--- src/timed_port_pkg.sv ---
package timed_port_pkg;
   localparam int CNT_W    = 16;
   localparam int NUM_CB   = 6;
   localparam int CB_SEL_W = 3;
   localparam int DIV_W    = 8;

   typedef enum logic [2:0] {
      CND_NONE = 3'b001,
      CND_EQ   = 3'b010,
      CND_NEQ  = 3'b100
   } cond_e;

   typedef enum logic [1:0] {
      ST_IDLE = 2'b01,
      ST_WAIT = 2'b10
   } state_e;

   localparam logic [CB_SEL_W-1:0] CLKSEL_RST = 3'h0;
   localparam logic [DIV_W-1:0]    DIV_RST    = 8'h00;
   localparam logic                EXT_RST    = 1'h0;
   localparam logic                DIR_RST    = 1'h0;
   localparam logic                OD_RST     = 1'h0;
   localparam cond_e               COND_RST   = CND_NONE;
endpackage

--- src/stream_if.sv ---
`timescale 1ns/1ps
`default_nettype none
interface stream_if #(parameter int DW = 8);
   logic          valid;
   logic          ready;
   logic [DW-1:0] data;
   modport src (output valid, output data, input ready);
   modport snk (input valid, input data, output ready);
endinterface
`default_nettype wire

--- src/two_entry_buffer.sv ---
`timescale 1ns/1ps
`default_nettype none
module two_entry_buffer #(
   parameter int DW = 8
) (
   // Clock and reset
   input  wire logic clk,
   input  wire logic arst_n,
   // Streams
   stream_if.snk     inq,
   stream_if.src     outq
);
   typedef struct packed {
      logic [DW-1:0] d0;
      logic [DW-1:0] d1;
      logic          v0;
      logic          v1;
      logic          rdy;
   } buf_s;

   buf_s buf_r;
   buf_s buf_nxt;
   logic push;
   logic pop;

   // Head slot feeds the output so valid and data come from flops
   always_comb begin
      buf_nxt = buf_r;
      push    = inq.valid & ~buf_r.v1;
      pop     = outq.ready & buf_r.v0;
      if (pop) begin
         buf_nxt.d0 = buf_r.d1;
         buf_nxt.v0 = buf_r.v1;
         buf_nxt.v1 = 1'b0;
      end
      if (push) begin
         if (!buf_nxt.v0) begin
            buf_nxt.d0 = inq.data;
            buf_nxt.v0 = 1'b1;
         end else begin
            buf_nxt.d1 = inq.data;
            buf_nxt.v1 = 1'b1;
         end
      end
      // Ready from a flop so the core sees no logic path
      buf_nxt.rdy = ~buf_nxt.v1;
   end

   always_ff @(posedge clk or negedge arst_n) begin
      if (!arst_n) begin
         buf_r     <= '0;
         buf_r.rdy <= 1'b1;
      end else begin
         buf_r <= buf_nxt;
      end
   end

   assign inq.ready  = buf_r.rdy;
   assign outq.valid = buf_r.v0;
   assign outq.data  = buf_r.d0;
endmodule // two_entry_buffer
`default_nettype wire

--- src/clock_block.sv ---
`timescale 1ns/1ps
`default_nettype none
module clock_block
   import timed_port_pkg::*;
#(
   parameter bit FIXED = 1'b0
) (
   // Clock and reset
   input  wire logic             clk,
   input  wire logic             arst_n,
   // Sources
   input  wire logic             extEvt,
   // Programming
   input  wire logic             cfgLoad,
   input  wire logic             cfgExt,
   input  wire logic [DIV_W-1:0] cfgDiv,
   // Rate
   output logic                  tick
);
   typedef struct packed {
      logic             ext;
      logic [DIV_W-1:0] div;
      logic [DIV_W-1:0] cnt;
      logic             tick;
   } cb_s;

   cb_s  cb_r;
   cb_s  cb_nxt;
   logic evt;

   always_comb begin
      cb_nxt      = cb_r;
      cb_nxt.tick = 1'b0;
      evt = cb_r.ext ? extEvt : 1'b1;
      if (cfgLoad && !FIXED) begin
         cb_nxt.ext = cfgExt;
         cb_nxt.div = cfgDiv;
         cb_nxt.cnt = '0;
      end else if (evt) begin
         if (cb_r.cnt >= cb_r.div) begin
            cb_nxt.cnt  = '0;
            cb_nxt.tick = 1'b1;
         end else begin
            cb_nxt.cnt = cb_r.cnt + 8'h01;
         end
      end
   end

   always_ff @(posedge clk or negedge arst_n) begin
      if (!arst_n) begin
         cb_r     <= '0;
         cb_r.ext <= EXT_RST;
         cb_r.div <= DIV_RST;
      end else begin
         cb_r <= cb_nxt;
      end
   end

   assign tick = cb_r.tick;
endmodule // clock_block
`default_nettype wire

--- src/timed_port.sv ---
`timescale 1ns/1ps
`default_nettype none
module timed_port
   import timed_port_pkg::*;
#(
   parameter int W = 8
) (
   // Clock and reset
   input  wire logic                clk,
   input  wire logic                arst_n,
   // Port configuration
   input  wire logic                cfgLoad,
   input  wire logic                cfgOut,
   input  wire logic                cfgOpenDrain,
   input  wire cond_e               cfgCond,
   input  wire logic [W-1:0]        cfgCondVal,
   input  wire logic                cfgStrobeIn,
   input  wire logic                cfgStrobeOut,
   input  wire logic [CB_SEL_W-1:0] cfgClkSel,
   // Clock block programming
   input  wire logic                cbLoad,
   input  wire logic [CB_SEL_W-1:0] cbIdx,
   input  wire logic                cbExt,
   input  wire logic [DIV_W-1:0]    cbDiv,
   // Pin sharing
   input  wire logic [W-1:0]        linkOwn,
   input  wire logic [W-1:0]        narrowOwn,
   // Core output
   input  wire logic                wrValid,
   input  wire logic [W-1:0]        wrData,
   input  wire logic                wrTimed,
   input  wire logic [CNT_W-1:0]    wrTime,
   output logic                     wrReady,
   // Core input
   input  wire logic                rdReady,
   output logic                     rdValid,
   output logic [W-1:0]             rdData,
   // Time
   output logic [CNT_W-1:0]         cntValue,
   output logic [CNT_W-1:0]         stampValue,
   // Pins
   input  wire logic [W-1:0]        pinIn,
   output logic [W-1:0]             pinOut,
   output logic [W-1:0]             pinOe,
   input  wire logic                clkPin,
   input  wire logic                strobeIn,
   output logic                     output_strobe
);
   localparam int TXW = W + 1 + CNT_W;

   typedef struct packed {
      logic [W-1:0]        pinSync1;
      logic [W-1:0]        pinSync2;
      logic                clkSync1;
      logic                clkSync2;
      logic                clkPrev;
      logic                stbSync1;
      logic                stbSync2;
      logic                dirOut;
      logic                od;
      cond_e               cond;
      logic [W-1:0]        condVal;
      logic                stbIn;
      logic                stbOut;
      logic [CB_SEL_W-1:0] clkSel;
      state_e              st;
      logic [CNT_W-1:0]    cnt;
      logic [CNT_W-1:0]    stamp;
      logic [W-1:0]        xfer;
      logic [W-1:0]        pinOut;
      logic [W-1:0]        pinOe;
      logic                strobe;
   } port_s;

   function automatic logic cond_ok(cond_e c, logic [W-1:0] v,
                                    logic [W-1:0] ref_v);
      case (c)
         CND_EQ:  cond_ok = (v == ref_v);
         CND_NEQ: cond_ok = (v != ref_v);
         default: cond_ok = 1'b1;
      endcase
   endfunction

   port_s            state_r;
   port_s            state_nxt;
   logic [NUM_CB-1:0] tickVec;
   logic             tick;
   logic             extRise;
   logic             txPop;
   logic             rxPush;
   logic             busy;
   logic [W-1:0]     own;
   logic [W-1:0]     sample;
   logic             txTimed;
   logic [CNT_W-1:0] txTime;
   logic [W-1:0]     txData;

   stream_if #(.DW(TXW)) txIn ();
   stream_if #(.DW(TXW)) txOut ();
   stream_if #(.DW(W))   rxIn ();
   stream_if #(.DW(W))   rxOut ();

   two_entry_buffer #(.DW(TXW)) u_txq (
      .clk    (clk),
      .arst_n (arst_n),
      .inq    (txIn),
      .outq   (txOut)
   );

   two_entry_buffer #(.DW(W)) u_rxq (
      .clk    (clk),
      .arst_n (arst_n),
      .inq    (rxIn),
      .outq   (rxOut)
   );

   for (genvar g = 0; g < NUM_CB; g++) begin : g_cb
      clock_block #(.FIXED(g == 0)) u_cb (
         .clk     (clk),
         .arst_n  (arst_n),
         .extEvt  (extRise),
         .cfgLoad (cbLoad && (cbIdx == CB_SEL_W'(g))),
         .cfgExt  (cbExt),
         .cfgDiv  (cbDiv),
         .tick    (tickVec[g])
      );
   end

   assign extRise = state_r.clkSync2 & ~state_r.clkPrev;
   assign tick    = tickVec[state_r.clkSel];

   assign txIn.valid  = wrValid;
   assign txIn.data   = {wrTimed, wrTime, wrData};
   assign wrReady     = txIn.ready;
   assign rxOut.ready = rdReady;
   assign rdValid     = rxOut.valid;
   assign rdData      = rxOut.data;
   assign txOut.ready = txPop;
   assign rxIn.valid  = rxPush;
   assign rxIn.data   = sample;

   always_comb begin
      state_nxt = state_r;
      txPop     = 1'b0;
      rxPush    = 1'b0;
      {txTimed, txTime, txData} = txOut.data;
      own = ~(linkOwn | narrowOwn);
      sample = state_r.pinSync2 & own;

      state_nxt.pinSync1 = pinIn;
      state_nxt.pinSync2 = state_r.pinSync1;
      state_nxt.clkSync1 = clkPin;
      state_nxt.clkSync2 = state_r.clkSync1;
      state_nxt.clkPrev  = state_r.clkSync2;
      state_nxt.stbSync1 = strobeIn;
      state_nxt.stbSync2 = state_r.stbSync1;

      if (cfgLoad) begin
         state_nxt.dirOut  = cfgOut;
         state_nxt.od      = cfgOpenDrain;
         state_nxt.cond    = cfgCond;
         state_nxt.condVal = cfgCondVal;
         state_nxt.stbIn   = cfgStrobeIn;
         state_nxt.stbOut  = cfgStrobeOut;
         if (cfgClkSel < CB_SEL_W'(NUM_CB)) begin
            state_nxt.clkSel = cfgClkSel;
         end
      end

      if (tick) begin
         state_nxt.cnt    = state_r.cnt + 16'h0001;
         state_nxt.strobe = 1'b0;
         if (state_r.dirOut) begin
            if (txOut.valid && (!txTimed || txTime == state_r.cnt)) begin
               txPop           = 1'b1;
               state_nxt.xfer  = txData;
               state_nxt.stamp = state_r.cnt;
               state_nxt.strobe = state_r.stbOut;
            end
         end else if (cond_ok(state_r.cond, sample, state_r.condVal)
                      && (!state_r.stbIn || state_r.stbSync2)
                      && rxIn.ready) begin
            rxPush          = 1'b1;
            state_nxt.stamp = state_r.cnt;
            // Fresh config in the same cycle must not be lost
            if (!cfgLoad) begin
               state_nxt.cond = CND_NONE;
            end
         end
      end

      // Waiting for time on a queued output or for a pending input condition
      busy = state_r.dirOut ? (txOut.valid && !txPop)
                            : (state_nxt.cond != CND_NONE);
      case (state_r.st)
         ST_IDLE: begin
            if (busy) begin
               state_nxt.st = ST_WAIT;
            end
         end
         ST_WAIT: begin
            if (!busy) begin
               state_nxt.st = ST_IDLE;
            end
         end
         default: begin
            state_nxt.st = ST_IDLE;
         end
      endcase

      state_nxt.pinOut = state_nxt.od ? '0 : state_nxt.xfer;
      state_nxt.pinOe  = state_nxt.dirOut
                         ? (own & (state_nxt.od ? ~state_nxt.xfer : '1))
                         : '0;
   end

   always_ff @(posedge clk or negedge arst_n) begin
      if (!arst_n) begin
         state_r        <= '0;
         state_r.st     <= ST_IDLE;
         state_r.cond   <= COND_RST;
         state_r.clkSel <= CLKSEL_RST;
         state_r.dirOut <= DIR_RST;
         state_r.od     <= OD_RST;
      end else begin
         state_r <= state_nxt;
      end
   end

   assign cntValue      = state_r.cnt;
   assign stampValue    = state_r.stamp;
   assign pinOut        = state_r.pinOut;
   assign pinOe         = state_r.pinOe;
   assign output_strobe = state_r.strobe;
endmodule // timed_port
`default_nettype wire

--- config.mk ---
export PLATFORM = sky130hd
export DESIGN_NAME = timed_port
export DESIGN_NICKNAME = d
export VERILOG_FILES = /design/src/timed_port_pkg.sv /design/src/stream_if.sv /design/src/two_entry_buffer.sv /design/src/clock_block.sv /design/src/timed_port.sv
export SDC_FILE = /design/constraint.sdc
export NUM_CORES = 1
export LEC_CHECK = 0
export BUFFER_PORTS_ARGS = -buffer_cell sky130_fd_sc_hd__buf_2
export CORE_MARGIN = 2
export CORE_UTILIZATION = 45
export DETAILED_ROUTE_END_ITERATION = 10
export PLACE_DENSITY = 0.66
export SYNTH_ARGS = -nofsm -noshare
export SYNTH_HDL_FRONTEND = slang
export SYNTH_HIERARCHICAL = 1
export SYNTH_SLANG_ARGS = --single-unit
export TNS_END_PERCENT = 30
--- constraint.sdc ---
create_clock -name clk -period 2.7 [get_ports clk]
set_input_delay 0.27 -clock clk [delete_from_list [all_inputs] [get_ports clk]]
set_output_delay 0.27 -clock clk [all_outputs]
set_load 0.01 [all_outputs]
## Yosys cells after proc, flatten, opt, wreduce, memory -nomap -nowiden

Cells that the tools add are included.

| storage, ports and cells | value |
|---|---|
| register bits | 267 |
| output and inout port bits | 59 |

| cells by class | value |
|---|---|
| add/subtract/negate cells | 7 |
| order comparisons | 8 |
| eq/ne operators | 11 |
| mux-type cells | 71 |
| bitwise operators | 15 |
| reduce and logical (&&, ||, !) cells | 22 |

Operators with widths:

| operator | count |
|---|---|
| $mux W8 | 19 |
| $mux W25 | 3 |
| $mux W52 | 1 |
| $add A8 B1 Y8 const B | 6 |
| $mux W9 | 5 |
| $ge A8 B8 Y1 | 5 |
| $mux W18 | 2 |
| $mux W16 | 2 |
| $mux W1 | 29 |
| $mux W24 | 1 |
| $add A16 B1 Y16 const B | 1 |
| $and A8 B8 Y8 | 2 |
| $eq A16 B16 Y1 | 1 |
| $not A8 Y8 | 2 |
| $mux W3 | 5 |
| $reduce_bool A2 Y1 | 6 |
| $eq A3 B2 Y1 const B | 3 |
| $eq A3 B3 Y1 const B | 3 |
| $eq A8 B8 Y1 | 1 |
| $ge A8 B1 Y1 const B | 1 |
| $logic_and A1 B1 Y1 | 8 |
| $ne A8 B8 Y1 | 1 |
| $or A8 B8 Y8 | 1 |
| $reduce_and A2 Y1 | 3 |
| 12 further kinds | 23 |

## Logic depth before layout (Yosys ltp)

| depth | value |
|---|---|
| word-level depth | 15 |
| depth in mapped cells | 12 |
| gate-level depth less buffers | 9 |

## Hierarchy

The synthesis kept the hierarchy.

Modules (own cells, without submodules):

| module | times used | cells an instance | area each (sq um) | sequential area each (sq um) |
|---|---|---|---|---|
| clock_block at g_cb[1].u_cb ... | 5 | 102 | 1026.0 | 450.4 |
| timed_port | 1 | 360 | 4419.2 | 2403.6 |
| two_entry_buffer at u_txq | 1 | 170 | 2481.1 | 1327.5 |
| two_entry_buffer at u_rxq | 1 | 62 | 880.8 | 476.7 |
| clock_block at g_cb[0].u_cb | 1 | 2 | 28.8 | 25.0 |

## Worst setup path before layout

No wires, ideal clock.

| timing path | value |
|---|---|
| path kind | register to register |
| start | register state_r[59] (netlist name) |
| end | register u_txq.buf_r (netlist bit u_txq/outq.data[10]) |
| setup time | 125 ps |
| arrival | 2565 ps |
| required time | 2575 ps |
| setup slack | 10 ps |
| stages on the path, launching flop included | 10 |
| period minus slack after synthesis | 2690 ps |
| cells stage by stage | dfrtp_1 > mux4_2 > mux2i_2 > nand4b_1 > buf_6 > inv_1 > nand2_2 > buf_2 > mux2_1 > mux2_2 |

RTL lines:

| element | RTL line | RTL |
|---|---|---|
| start: declaration | timed_port.sv:84 | `port_s state_r;` |
| start signal: assignment | timed_port.sv:226 | `state_r <= state_nxt;` |
| end signal: assignment | two_entry_buffer.sv:54 | `buf_r <= buf_nxt;` |
| end: declaration | two_entry_buffer.sv:21 | `buf_s buf_r;` |

## Worst setup path in the final report

| timing path | value |
|---|---|
| start | register state_r[59] (netlist name) |
| end | register u_txq/buf_r[12] (netlist name) |

| on the way | value |
|---|---|
| longest elaborated chain between the ends | 6 |

Ends and longest elaborated chain:

| element | RTL line | RTL |
|---|---|---|
| $bmux W1 S3 | timed_port.sv:130 | `assign tick = tickVec[state_r.clkSel];` |
| $mux W1 (implied by the code) | timed_port.sv:130 |  |
| $mux W1 | timed_port.sv:170 | `if (tick) begin` |
| via txOut.ready | stream_if.sv:5 | `logic ready;` |
| $and A1 B1 Y1 | two_entry_buffer.sv:30 | `pop = outq.ready & buf_r.v0;` |
| $mux W2 | two_entry_buffer.sv:31 | `if (pop) begin` |
| $reduce_and A2 Y1 (no line) | n/a |  |

The timed path passes the listed nets, and every way through them passes these cells. The select of a mux whose other input is x is not followed.
A chain may end at the register's enable or synchronous reset.

==> impl_metrics.csv <==
group,metric,value,unit
outcome,status,"finished clean",
die,die_y,174,um
die,die_area,30100,um^2
critical_path,r2r-end,"u_txq/buf_r[12]",
critical_path,cp.arrival,2960,ps
power_and_ir_drop,leakage,0.00745,uW
timing,layout_min_cycle_time,2540,ps
critical_path,regToRegSetupSlack,160,ps
routing,drt_wl_total,27.1,mm
power_and_ir_drop,p_int,9590,uW
timing,tightest_slew,713,ps
timing,hold_viol_final,0,
routing,wl_per_cell,16.0,um
synthesis,ys_warn_count,6,
min_path,holdPathEnd,"g_cb[5].u_cb/cb_r[10]",
timing,maxSlewViolCount,0,
min_path,hold_class,"input pin to register",
critical_path,worstSetupPathType,"register to register",
clocking,tritoncts,"done",
clocking,cts_sinks,259,
power_and_ir_drop,swShare,29.6,%
grt,antenna_found_initial,1,
clocking,root_buffer,"clkbuf_16",
routing,drc,0,
clocking,clock_path_buffers,3,
die,core_area,28500,um^2
place,portBuffers,145,
critical_path,reg2regPathDepth,7,
routing,num_vias,8490,
synthesis,synth_fp_nets,1236,
routing,drt_iter0_drc,397,
routing,ant_nets,0,
clocking,insertion_delay,560,ps
die,row_count,62,
synthesis,avgSynthCellArea,11.7,um^2
grt,grt_pass1_vias,8754,
timing,fin_tns_setup,0,ps
timing,fin_crit_sh,94.2,%
timing,finalClockSkew,38.6,ps
die,floorplan.initialDensity,45.4,%
min_path,min_from,"cbDiv[1]",
grt,grt_max_degree,85,
routing,dr.pass1.iters,4,
synthesis,synth.cell_area,12900,um^2
critical_path,end_kind,"register",
timing,fmax,0.393,GHz
routing,viasPerCell,5.00,
finish,stdcell_count,1697,
critical_path,r2r-start,"state_r[59]",
power_and_ir_drop,peakVddDrop,0.600,mV
clocking,path_clk_slew,60,ps
power_and_ir_drop,combPwrFrac,27.7,%
critical_path,critPathMaxFanout,14,
timing,slew_headroom,52.3,%
clocking,cts_buffers,29,
place,gp_congestion,0.781,
finish,area_delta_synth_final,20.4,%
timing,grt_setup_unrepaired,"no",
timing,setup_violations,0,
power_and_ir_drop,p_sw,4030,uW
finish,utilization,54.7,%
finish,n_antenna_cell,0,
critical_path,crit_start,"state_r[59]",
grt,grt_pass1_wl,44.9,mm
synthesis,synthCells,1103,
power_and_ir_drop,power.density,874,nW/um^2
finish,layout-drive-gt1-share,32.4,%
critical_path,cp.required,3110,ps
power_and_ir_drop,clockPowerShare,31.4,%
place,dp_cells,1576,
min_path,hold_depth,3,
critical_path,cp-start-kind,"register",
place,dp_hpwl,18.6,mm
grt,grt_overflow,0,
grt,globalRouteTotalUtil,18.3,%
die,fp.dieW,174,um
flow_run,cap_violations,0,
finish,final_nets,1425,
die,boundaryPins,146,
power_and_ir_drop,seqPwrFrac,40.9,%
clocking,htreeDepth,1,
[power groups by stage]
stage | sequential, uW | combinational [uW] | clock [uW]
after floorplan | 5430 | 3260 | 0
after global placement | 5610 | 3590 | 0
after detailed placement | 5640 | 3710 | 0
after CTS | 5580 | 3820 | 4380
after global routing | 5700 | 4210 | 4550
final | 5570 | 3770 | 4280
[metal layers]
metal	routed length (um)	global-route usage, %	share of wire [%]
met1	12100	24.4	45
met2	13200	31.0	49
met3	1160	2.52	4.3
met4	669	5.37	2.5
met5	0	0	0
[flip-flops by register name, indices dropped and copies added, names as in the netlist]
name	count
cntValue	16
g_cb.u_cb/cb_r	85
g_cb.u_cb/tick	6
output_strobe	1
pinOe	8
pinOut	8
stampValue	16
state_nxt	11
state_r	36
u_rxq/buf_r	9
u_rxq/inq.ready	1
u_rxq/outq.data	8
u_rxq/outq.valid	1
u_txq/buf_r	26
u_txq/inq.ready	1
u_txq/outq.data	25
u_txq/outq.valid	1
[per-stage QoR]
step	area, um^2	hold WS, ps	setup WS [ps]	power, uW
2_1_floorplan	12900	-25.6	10.3	8690
3_3_place_gp	13800	332	0.105	9190
3_5_place_dp	13800	335	-39.1	9350
4_1_cts	15500	0.582	36.0	13800
5_1_grt	15600	9.02	9.97	14500
6_report	15600	14.6	156	13600
[worst max path at each step]
stage / end / slack [ps] / cells past startpoint
finish: u_txq/buf_r[12] / 160 / 7
global route: pinOe[1] / 10 / 8
CTS: u_rxq/buf_r[4] / 40 / 10
detailed placement: u_txq/buf_r[12] / -40 / 7
global placement: u_txq/buf_r[13] / 0.1 / 7
floorplan: u_txq/outq.data[10] / 10 / 9
[layout make-up]
class                      count  area (um^2)
multi-input combinational    673         5410
clock buffer                  37          796
tap                          384          480
inverter                      60          225
sequential                   259         6480
clock inverter                15          253
timing repair buffer         269         1920
fill                        2454        12900
[placed cells by master, fill, tap and decap left out, types with 12 or more instances in the layout]
cell type and count:
nor2b_1 19, a21oi_1 12, nand2b_1 17, xnor2_1 40
mux2_2 99, ha_1 46, nand3_1 24, nand2_1 109
clkbuf_16 29, dlygate4sd3_1 67, o21ai_0 49, dfrtp_1 256
inv_1 60, a21o_1 12, and3_1 14, mux2i_1 18
buf_4 50, nor2_1 36, a211o_1 15, buf_2 144
mux2_1 19
[worst max-delay path, stage by stage, from the launching register on]
cell and delay, ps:
dfrtp_1 370, mux4_2 510, mux2i_2 180, nand4b_1 170
inv_1 100, nand2b_2 240, nor2_4 430, mux2_2 400
[what timing repair did]
action                                  4_1_cts  5_1_grt
setup buffers                                 0        1
cloned                                        1        0
pin swaps                                     1        1
hold endpoints to repair                    153        0
resized for setup                             1        3
endpoints found under the setup margin       25       39
hold buffers                                 67        0
Power figures use the tool's default switching activity.
